`config.mk`:
```
export PLATFORM = sky130hd
export DESIGN_NAME = adl_tx_datapath
export DESIGN_NICKNAME = d
export VERILOG_FILES = /design/src/hdl/adl_tx_datapath.v
export VERILOG_INCLUDE_DIRS = /design/src /design/src/hdl
export SDC_FILE = /design/constraint.sdc
export NUM_CORES = 1
export LEC_CHECK = 0
export BUFFER_PORTS_ARGS = -buffer_cell sky130_fd_sc_hd__clkbuf_2
export CAP_MARGIN = 20
export CORE_MARGIN = 4
export CORE_UTILIZATION = 35
export DETAILED_ROUTE_END_ITERATION = 8
export PLACE_DENSITY_LB_ADDON = 0.25
export RECOVER_POWER = 50
export SETUP_SLACK_MARGIN = 0.3
export SYNTH_ARGS = -nofsm -noshare
export SYNTH_HDL_FRONTEND = slang
export SYNTH_SLANG_ARGS = --single-unit
```
`constraint.sdc`:
```
create_clock -name core_clk_i -period 8.4 [get_ports core_clk_i]
set_input_delay 0.84 -clock core_clk_i [delete_from_list [all_inputs] [get_ports core_clk_i]]
set_output_delay 0.84 -clock core_clk_i [all_outputs]
set_load 0.005 [all_outputs]
```
`src/hdl/adl_regs.vh`:
```
/*
 * Register map, field positions, reset values and link constants for the
 * converter link datapath control block.
 * Assumes byte addressing on the register bus, one 32-bit word per register.
 */
`ifndef ADL_REGS_VH
`define ADL_REGS_VH

// ***************************************************
// Register indices (byte address is four times these)
// ***************************************************
`define ADL_IDX_PAT_HI      8'h3E
`define ADL_IDX_PAT_LO      8'h3F
`define ADL_IDX_PWR_REF     8'h44
`define ADL_IDX_GAIN_PAT    8'h45
`define ADL_IDX_LINK_ALIGN  8'hA0
`define ADL_IDX_STATUS      8'hC0

// ***************************************************
// Field positions
// ***************************************************
`define ADL_PWR_PDN_BIT     6
`define ADL_GAIN_MSB        7
`define ADL_GAIN_LSB        4
`define ADL_GAIN_BYP_BIT    3
`define ADL_PAT_MSB         2
`define ADL_PAT_LSB         0
`define ADL_LNK_ILAS_BIT    0
`define ADL_LNK_FRAME_ALIGN_PIN_BIT  1
`define ADL_LNK_MULTIFRAME_ALIGN_ENABLE_BIT 2
`define ADL_LNK_FLIP_BIT    3
`define ADL_LNK_TEST_BIT    4
`define ADL_LNK_IDLE_BIT    5

// ***************************************************
// Reset values and encodings
// ***************************************************
`define ADL_RST_BYTE        8'h00
`define ADL_PAT_ADC         3'h0
`define ADL_PAT_MIN         3'h1
`define ADL_PAT_MAX         3'h2
`define ADL_PAT_RAMP        3'h4
`define ADL_PAT_USER        3'h5
`define ADL_RAMP_DIV        2'h3
`define ADL_ILAS_MFRAMES    2'h3
`define ADL_K28_0           8'h1C
`define ADL_K28_3           8'h7C
`define ADL_K28_5           8'hBC
`define ADL_K28_7           8'hFC
`define ADL_D5_6            8'hC5
`define ADL_D16_2           8'h50
`define ADL_D21_5           8'hB5

`endif

```
`src/hdl/adl_tx_datapath.v`:
```
/*
 * Converter link transmit datapath control: fine gain, test patterns, bus flip,
 * optional scrambling, code group sync, lane alignment, alignment characters,
 * and an Avalon-MM register slave with waitrequest.
 * Assumes one sample per clock, two octets per frame, inputs synchronous to
 * core_clk_i, and an 8b/10b coder downstream taking octets plus K flags.
 */
// Decided for this implementation: register access over Avalon-MM.
`timescale 1ns/100ps
`include "adl_regs.vh"

module adl_tx_datapath #(
    parameter MF_FRAMES = 9
) (
    // Clock and reset
    input  wire        core_clk_i,
    input  wire        reset_i,
    // Converter samples and link control
    input  wire [13:0] adc_data_i,
    input  wire        scramble_enable_i,
    input  wire        sync_n_i,
    // Avalon-MM slave
    input  wire [9:0]  avs_address_i,
    input  wire        avs_read_i,
    input  wire        avs_write_i,
    input  wire [31:0] avs_writedata_i,
    input  wire [3:0]  avs_byteenable_i,
    output reg  [31:0] avs_readdata_o,
    output reg         avs_waitrequest_o,
    // Link octets, high octet first, low octet ends the frame
    output reg  [15:0] link_data_o,
    output reg  [1:0]  link_is_k_o,
    output reg         link_valid_o,
    output reg  [13:0] sample_o
);

    localparam ST_CGS  = 2'd0;
    localparam ST_ILAS = 2'd1;
    localparam ST_DATA = 2'd2;

    // ***************************************************
    // Functions
    // ***************************************************
    // Q12 gain coefficient, 4096 is unity; codes 12 and above hold 6 dB
    function [13:0] gain_coef;
        input [3:0] g;
        begin
            case (g)
                4'h0:    gain_coef = 14'h1000;
                4'h1:    gain_coef = 14'h10F3;
                4'h2:    gain_coef = 14'h11F4;
                4'h3:    gain_coef = 14'h1304;
                4'h4:    gain_coef = 14'h1425;
                4'h5:    gain_coef = 14'h1556;
                4'h6:    gain_coef = 14'h169A;
                4'h7:    gain_coef = 14'h17F1;
                4'h8:    gain_coef = 14'h195C;
                4'h9:    gain_coef = 14'h1ADD;
                4'hA:    gain_coef = 14'h1C74;
                4'hB:    gain_coef = 14'h1E24;
                default: gain_coef = 14'h1FED;
            endcase
        end
    endfunction

    // Self-synchronous scrambler 1 + x^14 + x^15, MSB first; {state, data}
    function [30:0] scramble;
        input [15:0] d;
        input [14:0] s;
        integer      i;
        reg   [14:0] st;
        reg   [15:0] o;
        begin
            st = s;
            o  = 16'h0000;
            for (i = 15; i >= 0; i = i - 1)
            begin
                o[i] = d[i] ^ st[13] ^ st[14];
                st   = {st[13:0], o[i]};
            end
            scramble = {st, o};
        end
    endfunction

    function [13:0] reverse14;
        input [13:0] v;
        integer      i;
        begin
            reverse14 = 14'h0000;
            for (i = 0; i < 14; i = i + 1)
                reverse14[i] = v[13 - i];
        end
    endfunction

    // ***************************************************
    // Registers
    // ***************************************************
    reg [7:0]  pat_hi_q;
    reg [7:0]  pat_lo_q;
    reg [7:0]  pwr_ref_q;
    reg [7:0]  gain_pat_q;
    reg [7:0]  link_ctl_q;
    reg [1:0]  state_q;
    reg [1:0]  state_d;

    wire [7:0]  idx          = avs_address_i[9:2];
    wire        pdn          = pwr_ref_q[`ADL_PWR_PDN_BIT];
    wire [3:0]  gain_sel     = gain_pat_q[`ADL_GAIN_MSB:`ADL_GAIN_LSB];
    wire        gain_byp     = gain_pat_q[`ADL_GAIN_BYP_BIT];
    wire [2:0]  pat_sel      = gain_pat_q[`ADL_PAT_MSB:`ADL_PAT_LSB];
    wire [13:0] user_pattern = {pat_hi_q, pat_lo_q[7:2]};

    reg [7:0] rd_byte;
    always @*
    begin
        case (idx)
            `ADL_IDX_PAT_HI:     rd_byte = pat_hi_q;
            `ADL_IDX_PAT_LO:     rd_byte = {pat_lo_q[7:2], 2'b00};
            `ADL_IDX_PWR_REF:    rd_byte = pwr_ref_q;
            `ADL_IDX_GAIN_PAT:   rd_byte = gain_pat_q;
            `ADL_IDX_LINK_ALIGN: rd_byte = link_ctl_q;
            `ADL_IDX_STATUS:     rd_byte = {5'b00000, pdn, state_q};
            default:             rd_byte = 8'h00;
        endcase
    end

    // Request answered one cycle after it appears, taken on the low-wait edge
    wire wr_take = avs_write_i && !avs_waitrequest_o && avs_byteenable_i[0];
    always @(posedge core_clk_i)
    begin
        if (reset_i)
        begin
            avs_waitrequest_o <= 1'b1;
            avs_readdata_o    <= 32'h0000_0000;
            pat_hi_q          <= `ADL_RST_BYTE;
            pat_lo_q          <= `ADL_RST_BYTE;
            pwr_ref_q         <= `ADL_RST_BYTE;
            gain_pat_q        <= `ADL_RST_BYTE;
            link_ctl_q        <= `ADL_RST_BYTE;
        end
        else
        begin
            if ((avs_read_i || avs_write_i) && avs_waitrequest_o)
            begin
                avs_waitrequest_o <= 1'b0;
                avs_readdata_o    <= {24'h00_0000, rd_byte};
            end
            else
            begin
                avs_waitrequest_o <= 1'b1;
            end
            if (wr_take)
            begin
                case (idx)
                    `ADL_IDX_PAT_HI:     pat_hi_q   <= avs_writedata_i[7:0];
                    `ADL_IDX_PAT_LO:     pat_lo_q   <= avs_writedata_i[7:0];
                    `ADL_IDX_PWR_REF:    pwr_ref_q  <= avs_writedata_i[7:0];
                    `ADL_IDX_GAIN_PAT:   gain_pat_q <= avs_writedata_i[7:0];
                    `ADL_IDX_LINK_ALIGN: link_ctl_q <= avs_writedata_i[7:0];
                    default:             ;
                endcase
            end
        end
    end

    // ***************************************************
    // Fine gain, scaled about mid-scale and saturated
    // ***************************************************
    reg signed [14:0] centred;
    reg signed [29:0] prod;
    reg signed [17:0] scaled;
    reg        [13:0] gained;
    always @*
    begin
        centred = $signed({1'b0, adc_data_i}) - 15'sh2000;
        prod    = centred * $signed({1'b0, gain_coef(gain_sel)});
        scaled  = prod[29:12];
        if (scaled > 18'sh01FFF)
            gained = 14'h3FFF;
        else if (scaled < -18'sh02000)
            gained = 14'h0000;
        else
            gained = scaled[13:0] ^ 14'h2000;
        if (gain_byp)
            gained = adc_data_i;
    end

    // ***************************************************
    // Test pattern selection
    // ***************************************************
    reg [13:0] gained_q;
    reg [13:0] ramp_q;
    reg [1:0]  ramp_div_q;
    reg [13:0] pat_d;
    always @*
    begin
        case (pat_sel)
            `ADL_PAT_ADC:  pat_d = gained_q;
            `ADL_PAT_MIN:  pat_d = 14'h0000;
            `ADL_PAT_MAX:  pat_d = 14'h3FFF;
            `ADL_PAT_RAMP: pat_d = ramp_q;
            `ADL_PAT_USER: pat_d = user_pattern;
            // Reserved codes are not to be used; pass samples as a safe fallback
            default:       pat_d = gained_q;
        endcase
    end

    always @(posedge core_clk_i)
    begin
        if (reset_i)
        begin
            gained_q   <= 14'h0000;
            ramp_q     <= 14'h0000;
            ramp_div_q <= 2'h0;
            sample_o   <= 14'h0000;
        end
        else if (!pdn)
        begin
            gained_q   <= gained;
            sample_o   <= pat_d;
            ramp_div_q <= ramp_div_q + 2'h1;
            // 14-bit counter folds from maximum back to minimum by itself
            if (ramp_div_q == `ADL_RAMP_DIV)
                ramp_q <= ramp_q + 14'h0001;
        end
    end

    // ***************************************************
    // Link framing
    // ***************************************************
    wire        flip    = link_ctl_q[`ADL_LNK_FLIP_BIT];
    wire        frame_align_pin  = link_ctl_q[`ADL_LNK_FRAME_ALIGN_PIN_BIT];
    wire        multiframe_align_enable = link_ctl_q[`ADL_LNK_MULTIFRAME_ALIGN_ENABLE_BIT];
    // Two pad zeros stay at the bottom whether or not the sample is flipped
    wire [15:0] word    = flip ? {reverse14(sample_o), 2'b00}
                               : {sample_o, 2'b00};

    reg [4:0]  frame_q;
    reg [1:0]  ilas_mf_q;
    reg [14:0] scr_q;
    reg [7:0]  prev_lo_q;
    reg        idle_first_q;
    wire       mf_end = (frame_q == MF_FRAMES - 1);

    reg [30:0] scr_res;
    reg [15:0] dat_d;
    reg [1:0]  k_d;
    always @*
    begin
        scr_res = scramble(word, scr_q);
        dat_d   = scramble_enable_i ? scr_res[15:0] : word;
        k_d     = 2'b00;
        state_d = state_q;
        case (state_q)
            ST_CGS:
            begin
                if (link_ctl_q[`ADL_LNK_IDLE_BIT])
                    dat_d = {`ADL_K28_5, idle_first_q ? `ADL_D5_6 : `ADL_D16_2};
                else
                    dat_d = {`ADL_K28_5, `ADL_K28_5};
                k_d = link_ctl_q[`ADL_LNK_IDLE_BIT] ? 2'b10 : 2'b11;
                if (sync_n_i && frame_q == 5'd0)
                    state_d = link_ctl_q[`ADL_LNK_ILAS_BIT] ? ST_ILAS : ST_DATA;
            end
            ST_ILAS:
            begin
                dat_d = {3'b000, frame_q, 3'b000, frame_q};
                if (frame_q == 5'd0)
                begin
                    dat_d[15:8] = `ADL_K28_0;
                    k_d[1]      = 1'b1;
                end
                if (mf_end)
                begin
                    dat_d[7:0] = `ADL_K28_3;
                    k_d[0]     = 1'b1;
                    if (ilas_mf_q == `ADL_ILAS_MFRAMES)
                        state_d = ST_DATA;
                end
            end
            ST_DATA:
            begin
                if (link_ctl_q[`ADL_LNK_TEST_BIT])
                    dat_d = {`ADL_D21_5, `ADL_D21_5};
                else if (scramble_enable_i)
                begin
                    if (multiframe_align_enable && mf_end && dat_d[7:0] == `ADL_K28_3)
                        k_d[0] = 1'b1;
                    else if (frame_align_pin && dat_d[7:0] == `ADL_K28_7)
                        k_d[0] = 1'b1;
                end
                else if (dat_d[7:0] == prev_lo_q)
                begin
                    if (multiframe_align_enable && mf_end)
                    begin
                        dat_d[7:0] = `ADL_K28_3;
                        k_d[0]     = 1'b1;
                    end
                    else if (frame_align_pin)
                    begin
                        dat_d[7:0] = `ADL_K28_7;
                        k_d[0]     = 1'b1;
                    end
                end
                // With both align bits and the test bit clear the low octet passes untouched
            end
            default: state_d = ST_CGS;
        endcase
        if (!sync_n_i)
            state_d = ST_CGS;
    end

    always @(posedge core_clk_i)
    begin
        if (reset_i)
        begin
            state_q      <= ST_CGS;
            frame_q      <= 5'd0;
            ilas_mf_q    <= 2'h0;
            scr_q        <= 15'h7FFF;
            prev_lo_q    <= 8'h00;
            idle_first_q <= 1'b1;
            link_data_o  <= 16'h0000;
            link_is_k_o  <= 2'b00;
            link_valid_o <= 1'b0;
        end
        else if (pdn)
        begin
            // Link goes quiet and restarts with code group sync
            state_q      <= ST_CGS;
            frame_q      <= 5'd0;
            idle_first_q <= 1'b1;
            link_data_o  <= 16'h0000;
            link_is_k_o  <= 2'b00;
            link_valid_o <= 1'b0;
        end
        else
        begin
            state_q      <= state_d;
            frame_q      <= mf_end ? 5'd0 : frame_q + 5'd1;
            idle_first_q <= (state_q == ST_CGS) ? 1'b0 : 1'b1;
            link_data_o  <= dat_d;
            link_is_k_o  <= k_d;
            link_valid_o <= 1'b1;
            if (state_q != ST_ILAS)
                ilas_mf_q <= 2'h0;
            else if (mf_end)
                ilas_mf_q <= ilas_mf_q + 2'h1;
            if (state_q == ST_DATA && scramble_enable_i)
                scr_q <= scr_res[30:16];
            if (state_q == ST_DATA)
                prev_lo_q <= scramble_enable_i ? scr_res[7:0] : word[7:0];
        end
    end

endmodule // adl_tx_datapath
```
==> results.md, run 1 <==
* Status: finished, violations left
* Failing checks: max-capacitance violations, max-slew violations
* Clock latency on the worst-skew pair at 0.42 ns
* Initial antenna violation count at 1
* Clk pin slew, worst setup/hold paths at 0.06 ns
* Synth top area cells: fa_1 (25%), dfxtp_1 (21%), ha_1 (6.8%)
* DRT antenna net count at 0
* GRT met3 Usage at 2.366%
* Critical path's slowest cell: fa_1
* Fin area at 15960 um^2
* Vias at 11511
* Ys flop type: dfxtp_1
* Post-DP Area at 15400 um^2
* Switching power at 464.5 uW
* Pleak at 7.101 nW
* Drt total wl at 37400 um
* Share of cells above drive strength 1 at 6.014%
* DR iter-0 viols at 693
* Grt ovf at 0
* #FFs+latches synth at 155
* Vias in the first global route at 11322
* Grt met1 use at 23.74%
* Critical Path Sink Type: register
* Crit Path Class: in2reg
* Comb pwr share at 12.0%
* Post-synth ARST share at 0%
* Sink Count at 155
* Die W at 213.0 um
* Peak fanout along the critical path at 11
* Cell row count at 74
* Power share of the clock group at 44.5%
* Power density cells at 111.4 nW/um^2
* GR Util met2 at 27.04%
* Cell taking the most area after synthesis: fa_1
* CTS root buf: clkbuf_16
* Max Clock Freq at 0.1339 GHz
* Max H-tree Level at 4
* Placed Cells at 2246
* Area fraction of the dominant cell type after synthesis at 24.51%
* VDD IR max at 0.1240 mV
* # Max-Cap Violations at 3
* Worst Tran Pin Value at 3.351 ns
* Internal at 1.313 mW
* Non-Filler Instances at 2279
* Busiest metal layer after global routing: met2
* Global Route Usage Sum at 16.53%
* Core box area at 41200 um^2
* Final Hold Viols at 0
* Setup crit start: adc_data_i[13]
* Drc violations at 0
* Slew margin rel. at -123.4%
* Sequential Power Share at 43.6%
* I/O pin total at 132
* Critical path required time at 8.75 ns
* Placer congestion estimate at 0.8222
* Starting density of the core at 35.69%
* Post-Syn Instances at 1714
* Cell Chain, Critical Path: clkbuf_2, inv_1, nand2_1, fa_1, inv_1, fa_1, inv_1, fa_1, fa_1, inv_1, fa_1, fa_1, ha_1, a21oi_1, o211ai_1, o211ai_1, a21bo_1, a31oi_1, o41ai_2, buf_4, nand3b_1, o211ai_1
* Post-synth EDFFs at 0
* P&R area growth vs syn at 8.569%
* Switching Share at 26.13%
* Max incr delay on CP at 0.87 ns
* Clk_skew at 0.006760 ns
* CP bufs+invs at 6
* Setup repair after global routing missed its margin: no
* Sequential-to-total area share from yosys stat at 21.10%
* Most used cell, CP: fa_1
* Inserted Clock Buffers at 17
* Fin worst setup slack at 0.9327 ns
* Setup Total Neg Slack at 0 ns
* Synthesized area at 14700 um^2
* Final #Nets at 2060
* Critical Path AT at 7.81 ns
* Resized Gates After CTS at 0
* Global-route wire length before repair at 60240 um
* Postcts setup bufs at 0
* Yosys cell types at 69
* YS warnings at 0
* I/O Buffers at 78
* Crit-path leading delay family: adder cells
* Max-slew violations at 115
* Crit share post-route at 88.90%
* Mapped Avg Cell Area at 8.579 um^2
* Post-layout minimum cycle time at 7.467 ns
* DR pass1 iterations at 5
* Die span in y at 213.0 um
* Drt wl/cell at 16.41 um
* CTS tree: yes
* Die area at 45350 um^2
* Crit path launch type: primary input
* Class of the worst hold path: reg2reg
* Hold wc startpoint: pwr_ref_q[3]
* Pre-CTS setup slack at 0.4714 ns
* CTS hold repair buffers at 0
* DR vias/cell at 5.051
* Largest net degree at the start of global routing at 75
* Final count of negative-setup-slack endpoints at 0
* DP Wirelength at 28770 um
* CTS max path bufs at 2
-- state kept, by name (all words and copies together) (netlist names), named ones only --
signal             cells
link_is_k_o            2
link_data_o           16
gained_q              14
state_q                2
idle_first_q           1
pat_lo_q               6
pat_hi_q               8
prev_lo_q              8
link_ctl_q             8
sample_o              14
pwr_ref_q              8
avs_waitrequest_o      1
avs_readdata_o         8
scr_q                 15
link_valid_o           1
frame_q                5
ilas_mf_q              2
ramp_q                14
ramp_div_q             2
gain_pat_q             8
-- worst reg2reg max path, cell delays in order, from the launching register on --
cell and delay (ns):
dfxtp_1 0.65, nand2_1 0.24, fa_1 0.66, inv_1 0.16, fa_1 0.87, inv_1 0.17
fa_1 0.51, fa_1 0.55, inv_1 0.05, fa_1 0.40, fa_1 0.44, ha_1 0.39
a21oi_1 0.27, o211ai_1 0.14, o211ai_1 0.21, a21bo_1 0.17, a31oi_1 0.07, o41ai_2 0.80
buf_4 0.27, nand3b_1 0.09, o211ai_1 0.09
-- routing by layer --
layer	vias to the layer above	share of wire (%)
li1	5550	-
met1	5695	48
met2	238	47
met3	28	3.9
met4	0	1.4
met5	-	0
-- metrics by stage --
| stage | utilization, % | hold slack (ns) | total power [mW] |
|---|---|---|---|
| 6_report | 38.75 | 0.4552 | 1.778 |
| 5_1_grt | 38.75 | 0.4759 | 1.853 |
| 4_1_cts | 38.85 | 0.4546 | 1.793 |
| 3_5_place_dp | 37.39 | 0.4462 | 1.006 |
| 3_3_place_gp | 37.37 | 0.4415 | 1.003 |
| 2_1_floorplan | - | 0.4360 | 0.9365 |
-- placed cells by master (no fill, tap or decap), types with 4 or more instances in the layout --
cell type   count
a221o_1         5
clkbuf_1       32
mux2i_1        40
clkinvlp_4      4
o21ai_1         8
ha_1           80
nand4_1         8
a221oi_1       16
conb_1         24
or2_2           6
nor2_1        150
a21oi_1       105
o21a_1          4
a22oi_1        13
clkbuf_16      17
and2_1         87
inv_1         204
fa_1          180
nor3_1         11
nand3_1        38
nor2b_1        11
a21o_1          7
a211oi_1        4
a211o_1        16
o21bai_1        5
xnor2_1        38
o21ai_0        37
nand2b_1       10
nand3b_1       13
nand2_1       205
and4_1          5
and3_1         10
a31oi_1        11
clkbuf_2       49
o211ai_1       16
o31ai_1         5
xor2_1         51
buf_4           7
or3_1           4
dfxtp_1       155
-- layout make-up --
| class | count | area, um^2 |
|---|---|---|
| sequential | 155 | 3103 |
| timing repair buffer | 89 | 429.2 |
| multi-input combinational | 1265 | 10390 |
| clock buffer | 20 | 456.7 |
| antenna | 1 | 2.502 |
| clock inverter | 11 | 143.9 |
| tap | 532 | 665.6 |
| inverter | 206 | 773.2 |
| fill | 4245 | 25240 |
-- cells by family after synthesis --
| family | Yosys count | synth area share [%] |
|---|---|---|
| other cells | 1 | 0.02550 |
| xor+xnor | 91 | 5.522 |
| flops | 155 | 21.10 |
| mux | 40 | 2.723 |
| buf+inv | 317 | 8.824 |
| compound gates | 279 | 12.36 |
| fa+ha+maj | 260 | 31.31 |
| simple gates | 571 | 18.13 |
-- path summary, 6_finish.rpt --
| path | slack (ns) | end | cells past startpoint |
|---|---|---|---|
| min | 0.46 | pwr_ref_q[3] | 2 |
| min reg2reg | 0.46 | pwr_ref_q[3] | 2 |
| max reg2reg | 1.12 | gained_q[3] | 20 |
| max | 0.93 | gained_q[3] | 22 |
-- synthesized netlist by cell type (3+ instances only) --
library cell    n
nand2_1       205
inv_1         204
fa_1          180
dfxtp_1       155
nor2_1        150
a21oi_1       105
and2_1         88
ha_1           80
clkbuf_1       77
xor2_1         51
mux2i_1        40
nand3_1        38
xnor2_1        38
o21ai_0        37
buf_4          25
a211o_1        16
a221oi_1       16
o211ai_1       16
a22oi_1        13
nand3b_1       13
nor3_1         12
a31oi_1        11
nor2b_1        11
and3_1         10
nand2b_1       10
nand4_1         8
o21ai_1         8
a21o_1          7
or2_2           7
a221o_1         5
and4_1          5
buf_2           5
o21bai_1        5
o31ai_1         5
a211oi_1        4
o21a_1          4
or3_1           4
a222oi_1        3
buf_1           3
nor4_1          3
o22ai_1         3
-- power by group through the flow --
| stage | clock network (mW) | logic [mW] | registers, mW |
|---|---|---|---|
| 2_1_floorplan | 0 | 0.151 | 0.786 |
| 4_1_cts | 0.802 | 0.216 | 0.775 |
| 5_1_grt | 0.838 | 0.237 | 0.777 |
| 3_3_place_gp | 0 | 0.212 | 0.791 |
| 6_report | 0.790 | 0.213 | 0.775 |
| 3_5_place_dp | 0 | 0.215 | 0.792 |
Power figures use the tool's default switching activity.
==> inputs of run 2 (changes only) <==
- CELL_PAD_IN_SITES_DETAIL_PLACEMENT: unset -> 0
- CELL_PAD_IN_SITES_GLOBAL_PLACEMENT: unset -> 1
==> run 2 against run 1 <==
  * The run still ends with max-capacitance violations, max-slew violations left
  * Utilization about the same
  * Clock skew grew 0.0091 ns
  * Clock-buffer cell count decreased by 2
  * Cell count about the same
  * Largest power group is now registers
  * Highest routed layer unchanged
  * Sequential share of layout area about the same
  * Maximum frequency is 5.0% higher
  * Critical endpoint is now gained_q[8]
  * Clock power fell by 2.9%
  * Register-to-register slack improved by 0.20 ns
  * Via count barely moved
  * Non-clock buffer count is 1 higher
  * Hold slack improved by 0.0027 ns
==> results.md, run 2 (synthesized netlist as in run 1, its figures left out) <==
* Multi-input gate area at 10400 um^2 (about the same)
* Final #Nets at 2061 (+0.049%)
* Power density cells at 110.2 nW/um^2 (-1.0%)
* DRT antenna net count at 0 (unchanged)
* Max reg flops at 16 (unchanged)
* Crit path launch type: primary input
* Most used cell, CP: fa_1
* Global-route wire length before repair at 62990 um (+4.6%)
* Grt ovf at 0 (unchanged)
* P&R area growth vs syn at 8.560% (about the same)
* Clock latency on the worst-skew pair at 0.44 ns (+0.02 ns)
* Crit Path Class: in2reg
* Drc violations at 0 (unchanged)
* Die W at 213.0 um (unchanged)
* Met1 WL at 18680 um (+4.3%)
* Placer congestion estimate at 0.8478 (+3.1%)
* Class of the worst hold path: reg2reg
* Postcts setup bufs at 0 (unchanged)
* Drt total wl at 38890 um (+4.0%)
* Placed Cells at 2248 (+0.089%)
* Worst Tran Pin Value at 3.003 ns (-0.3483 ns)
* Crit share post-route at 84.68% (-4.2 points)
* DP Wirelength at 29740 um (+3.4%)
* Non-Filler Instances at 2280 (+0.044%)
* Reg with most FFs: link_data_o
* Failing checks: max-capacitance violations, max-slew violations
* Length of routed met3 wiring at 1210 um (-17%)
* ANT cells at 0 (-1)
* Inserted Clock Buffers at 17 (unchanged)
* Critical path's slowest cell: fa_1
* Final count of negative-setup-slack endpoints at 0 (unchanged)
* Clk_skew at 0.01591 ns (+0.009147 ns)
* CTS hold repair buffers at 0 (unchanged)
* Cell row count at 74 (unchanged)
* Vias at 11503 (-0.069%)
* DR vias/cell at 5.045 (-0.11%)
* I/O pin total at 132 (unchanged)
* I/O Buffers at 78 (unchanged)
* Clk pin slew, worst setup/hold paths at 0.07 ns (about the same)
* Starting density of the core at 35.69% (unchanged)
* Setup repair after global routing missed its margin: no
* Setup Total Neg Slack at 0 ns (unchanged)
* CTS tree: yes
* Slew margin rel. at -100.2% (+23 points)
* Max Clock Freq at 0.1406 GHz (+5.0%)
* Critical Path Sink Type: register
* Highest routed layer: met4
* Most frequent cells in the layout: nand2_1 (205), inv_1 (204), fa_1 (180), dfxtp_1 (155), nor2_1 (150)
* Vias in the first global route at 11622 (+2.6%)
* Status: finished, violations left
* Critical Path AT at 7.42 ns (-0.39 ns)
* Cell Chain, Critical Path: clkbuf_2, inv_1, nand2_1, fa_1, inv_1, fa_1, buf_4, fa_1, fa_1, fa_1, fa_1, ha_1, and4_1, and4_1, nand2_1, a21bo_1, a31oi_1, o211a_1, o21a_1, o211ai_1
* CTS root buf: clkbuf_16
* Die area at 45350 um^2 (unchanged)
* Resized Gates After CTS at 0 (unchanged)
* Max incr delay on CP at 0.71 ns (-0.16 ns)
* Global Route Usage Sum at 17.44% (+0.91 points)
* DR iter-0 viols at 635 (-8.4%)
* Max-slew violations at 109 (-5.2%)
* Pleak at 7.148 nW (+0.67%)
* Filler cells at 4219 (-0.61%)
* DR pass1 iterations at 7 (+2)
* Peak fanout along the critical path at 13 (+2)
* Initial antenna violation count at 0 (-1)
* Leading cell type in the layout, fill and taps excluded: nand2_1
* Max H-tree Level at 4 (unchanged)
* VDD IR max at 0.1484 mV (+20%)
* Sink Count at 155 (unchanged)
* Met2 Wirelength at 18540 um (+5.9%)
* Die span in y at 213.0 um (unchanged)
* # Max-Cap Violations at 2 (-1)
* Setup slack, reg-to-reg at 1.32 ns (+0.20 ns)
* Critical path required time at 8.70 ns (-0.05 ns)
* Post-layout minimum cycle time at 7.113 ns (-0.3539 ns)
* Top Registers: link_data_o: 16 flops, scr_q: 15 flops
* CTS max path bufs at 2 (unchanged)
* Sequential cell area at 3103 um^2 (unchanged)
* Share of cells above drive strength 1 at 6.865% (+0.85 points)
* Drt wl/cell at 17.06 um (+3.9%)
* Core box area at 41200 um^2 (unchanged)
* Largest net degree at the start of global routing at 65 (-13%)
* Final Hold Viols at 0 (unchanged)
run 2: worst paths after layout:
path / start / to / depth (start not counted)
hold / removal: pwr_ref_q[0] / pwr_ref_q[0] / 2
setup / recovery: adc_data_i[13] / gained_q[8] / 20
hold reg to reg: pwr_ref_q[0] / pwr_ref_q[0] / 2
setup reg to reg: register / gained_q[8] / 18
run 2: routing by layer:
layer  GRT usage, %  vias up
met5              0        -
met4          3.110        0
met3          2.116       30
met2          29.31      203
met1          24.56     5716
li1               -     5554
run 2: worst max-delay path, delay by kind of cell:
family / cells / cell delay, ns
fa+ha+maj: 7 / 3.72
compound gates: 5 / 1.40
buf+inv: 4 / 0.71
simple gates: 4 / 0.71
run 2: cell type report:
| type | count | share of cell area [%] |
|---|---|---|
| timing repair buffer | 90 | 2.830 |
| inverter | 206 | 4.844 |
| multi-input combinational | 1265 | 65.12 |
| tap | 532 | 4.170 |
| sequential | 155 | 19.44 |
| clock inverter | 14 | 0.8465 |
| clock buffer | 18 | 2.751 |
run 2: through the flow:
step,setup WS (ns),power (mW),utilization (%),hold WS (ns),cell area (um^2)
floorplan,1.368,0.9365,-,0.4360,14790
global placement,0.8898,1.009,37.42,0.4419,15420
detailed placement,0.7914,1.011,37.42,0.4471,15420
CTS,1.228,1.778,38.82,0.4571,15990
global route,0.8293,1.834,38.74,0.4760,15960
finish,1.287,1.759,38.74,0.4579,15960
run 2: power by group:
group	internal [mW]	switching (mW)	total [mW]
combinational	0.0762	0.139	0.215
sequential	0.756	0.0205	0.777
clock	0.405	0.363	0.767
==> inputs of run 3 (changes only) <==
- clock period: 8.4 -> 6.05 ns (I/O delays scaled with it)
==> run 3 against run 2 <==
  * The run ends with max-capacitance violations, max-slew violations, negative setup slack left
  * Setup slack got worse by 1.4 ns
  * Clock power up 42%
  * Critical path depth up 4
  * Register-to-register slack worse by 1.5 ns
  * Die area did not move
  * Sequential share of layout area decreased by 1.8 points
  * Clock skew fell by 0.0072 ns
  * Hold slack got worse by 0.032 ns
  * First-iteration DRC count is 0.94% lower
  * Final area grew 11%
  * Critical path type is now reg2reg
==> results.md, run 3 (synthesized netlist as in run 1, its figures left out) <==
* Leading cell type in the layout, fill and taps excluded: nand2_1
* Switching power at 663.2 uW (+27%)
* Core box area at 41200 um^2 (unchanged)
* Crit share post-route at 102.6%
* Critical path required time at 6.40 ns (-2.30 ns)
* Critical Path Sink Type: register
* Final #Nets at 2210 (+7.2%)
* I/O pin total at 132 (unchanged)
* Grt ovf at 0 (unchanged)
* Most frequent cells in the layout: nand2_1 (199), inv_1 (193), fa_1 (177), nor2_1 (150), dfxtp_1 (148)
* Inserted Clock Buffers at 17 (unchanged)
* Pre-CTS setup slack at -0.6780 ns (-1.469 ns)
* Failing checks: max-capacitance violations, max-slew violations, negative setup slack
* Die span in y at 213.0 um (unchanged)
* Post-layout minimum cycle time at 6.210 ns
* DR iter-0 viols at 629 (-0.94%)
* Max reg flops at 16 (unchanged)
* Max Clock Freq at 0.1610 GHz
* Largest net degree at the start of global routing at 67 (+3.1%)
* WHS Path Cells at 2 (unchanged)
* Internal at 1.850 mW (+50%)
* P&R area growth vs syn at 20.36%
* Crit Path Class: reg2reg
* CTS tree: yes
* PnR Total Power at 2.513 mW (+43%)
* Die area at 45350 um^2 (unchanged)
* Drt wl/cell at 16.49 um (-3.3%)
* Drc violations at 0 (unchanged)
* Crit path launch type: register
* Clk_skew at 0.008712 ns (-0.007195 ns)
* I/O Buffers at 78 (unchanged)
* # Max-Cap Violations at 1 (-1)
* Top Registers: link_data_o: 16 flops, scr_q: 15 flops
* DRT antenna net count at 0 (unchanged)
* VDD IR max at 0.2117 mV (+43%)
* Reg with most FFs: link_data_o
* Status: finished, violations left
* DP Wirelength at 32100 um (+7.9%)
* Initial antenna violation count at 0 (unchanged)
* DR pass1 iterations at 5 (-2)
* Final Hold Viols at 0 (unchanged)
* Vias in the first global route at 12344 (+6.2%)
* Sink Count at 155 (unchanged)
* Die W at 213.0 um (unchanged)
* Cell row count at 74 (unchanged)
* Peak fanout along the critical path at 7 (-6)
* Clk pin slew, worst setup/hold paths at 0.06 ns (about the same)
* Drt total wl at 40020 um (+2.9%)
* Global Route Usage Sum at 18.03% (+0.59 points)
* Setup slack, reg-to-reg at -0.16 ns (-1.48 ns)
* Vias at 11899 (+3.4%)
* Final count of negative-setup-slack endpoints at 13 (+13)
* Util after Layout at 42.95% (+4.2 points)
* Max H-tree Level at 4 (unchanged)
* DR vias/cell at 4.903 (-2.8%)
* Sequential Power Share at 42.8% (-1.4 points)
* CTS max path bufs at 2 (unchanged)
* Final hold slack at 0.4259 ns (-0.03195 ns)
* Power density cells at 142.0 nW/um^2 (+29%)
* RR Endpoint: gained_q[12]
* Clock latency on the worst-skew pair at 0.43 ns (about the same)
* Slew margin rel. at -7.873% (+92 points)
* Starting density of the core at 35.69% (unchanged)
* Class of the worst hold path: in2reg
* Max-slew violations at 36 (-67%)
* Power share of the clock group at 43.5% (about the same)
* R2R cell count at 24 (+6)
* Global-route wire length before repair at 65720 um (+4.3%)
* Critical Path AT at 6.56 ns (-0.86 ns)
* Placer congestion estimate at 0.8019 (-5.4%)
* ANT cells at 0 (unchanged)
* Fin worst setup slack at -0.1601 ns (-1.447 ns)
* Pleak at 8.019 nW (+12%)
* Setup repair after global routing missed its margin: yes
* Share of cells above drive strength 1 at 18.52% (+12 points)
* Comb pwr share at 13.7% (+1.5 points)
* Worst Tran Pin Value at 1.618 ns (-1.385 ns)
* CTS root buf: clkbuf_16
* Hold wc startpoint: sync_n_i
* Switching Share at 26.38% (-3.3 points)
* Filler cells at 4121 (-2.3%)
* Hold EP: state_q[1]
-- run 3: changes by cell type in the layout (fill, tap and decap cells not counted), moves of 7 or more --
cell,before,now
buf_4,11,140
clkbuf_2,58,77
clkbuf_1,20,2
buf_12,0,12
ha_1,80,68
inv_1,204,193
ha_4,0,10
inv_2,1,10
inv_6,9,1
dfxtp_1,155,148
-- run 3: how the worst max path moves through the flow --
stage | to | cells past startpoint | startpoint | slack (ns)
after floorplan | gained_q[12] | 23 | adc_data_i[13] | -0.14
after global placement | gained_q[1] | 21 | adc_data_i[13] | -0.61
after detailed placement | gained_q[12] | 19 | adc_data_i[13] | -0.68
after CTS | gained_q[4] | 25 | register | -0.1
after global routing | gained_q[1] | 22 | register | -0.42
final | gained_q[12] | 24 | register | -0.16
-- run 3: final cells by class --
type,instances,area (um^2),share of cell area [%]
flip-flops and latches,155,3114,17.60
well taps,532,665.6,3.761
inverters,206,788.3,4.454
clock buffers,19,442.9,2.503
multi-input cells,1265,10740,60.67
clock inverters,11,146.4,0.8271
repair buffers,239,1803,10.19
-- run 3: worst max-delay path, cell delays in order, from the launching register on --
cell and delay [ns]:
dfxtp_4 0.39, buf_12 0.14, nor2b_4 0.16, inv_2 0.05, fa_1 0.55, inv_2 0.05
fa_2 0.64, buf_6 0.13, inv_4 0.03, fa_1 0.49, inv_1 0.05, fa_1 0.49
fa_1 0.43, fa_1 0.56, ha_4 0.21, or2_4 0.25, a21oi_2 0.13, a21oi_2 0.07
a2111oi_4 0.35, nor2_1 0.11, xnor2_1 0.14, o211a_1 0.12, o21a_2 0.25, clkbuf_16 0.17
o211ai_1 0.14
-- run 3: power groups by stage --
stage	clock, mW	sequential [mW]	combinational, mW
final	1.09	1.08	0.344
after global routing	1.15	1.08	0.387
after floorplan	0	1.09	0.218
after global placement	0	1.10	0.332
after CTS	1.11	1.08	0.341
after detailed placement	0	1.10	0.334
-- run 3: repair_timing --
item,in CTS,in global routing
buffers inserted,5,9
hold buffers,0,0
gates resized for setup,21,30
pin swaps,9,34
hold endpoints to repair,0,0
cloned,0,2
setup endpoints to repair,14,14
-- run 3: metal layers --
metal	track usage, %	share of wire [%]	wire length [um]	up-vias
met5	0	0	0	-
met4	3.576	1.2	462	0
met3	1.455	2.8	1130	23
met2	30.82	49	19420	184
met1	25.27	47	19000	5841
li1	-	-	-	5851
-- run 3: through the flow --
step                cells  setup TNS (ns)  area [um^2]
finish               2427          -1.892        17700
global route         2427          -5.328        17700
CTS                  2415          -1.129        17490
detailed placement   2380          -9.157        16760
global placement     2380          -8.243        16760
floorplan            1737          -1.569        15050
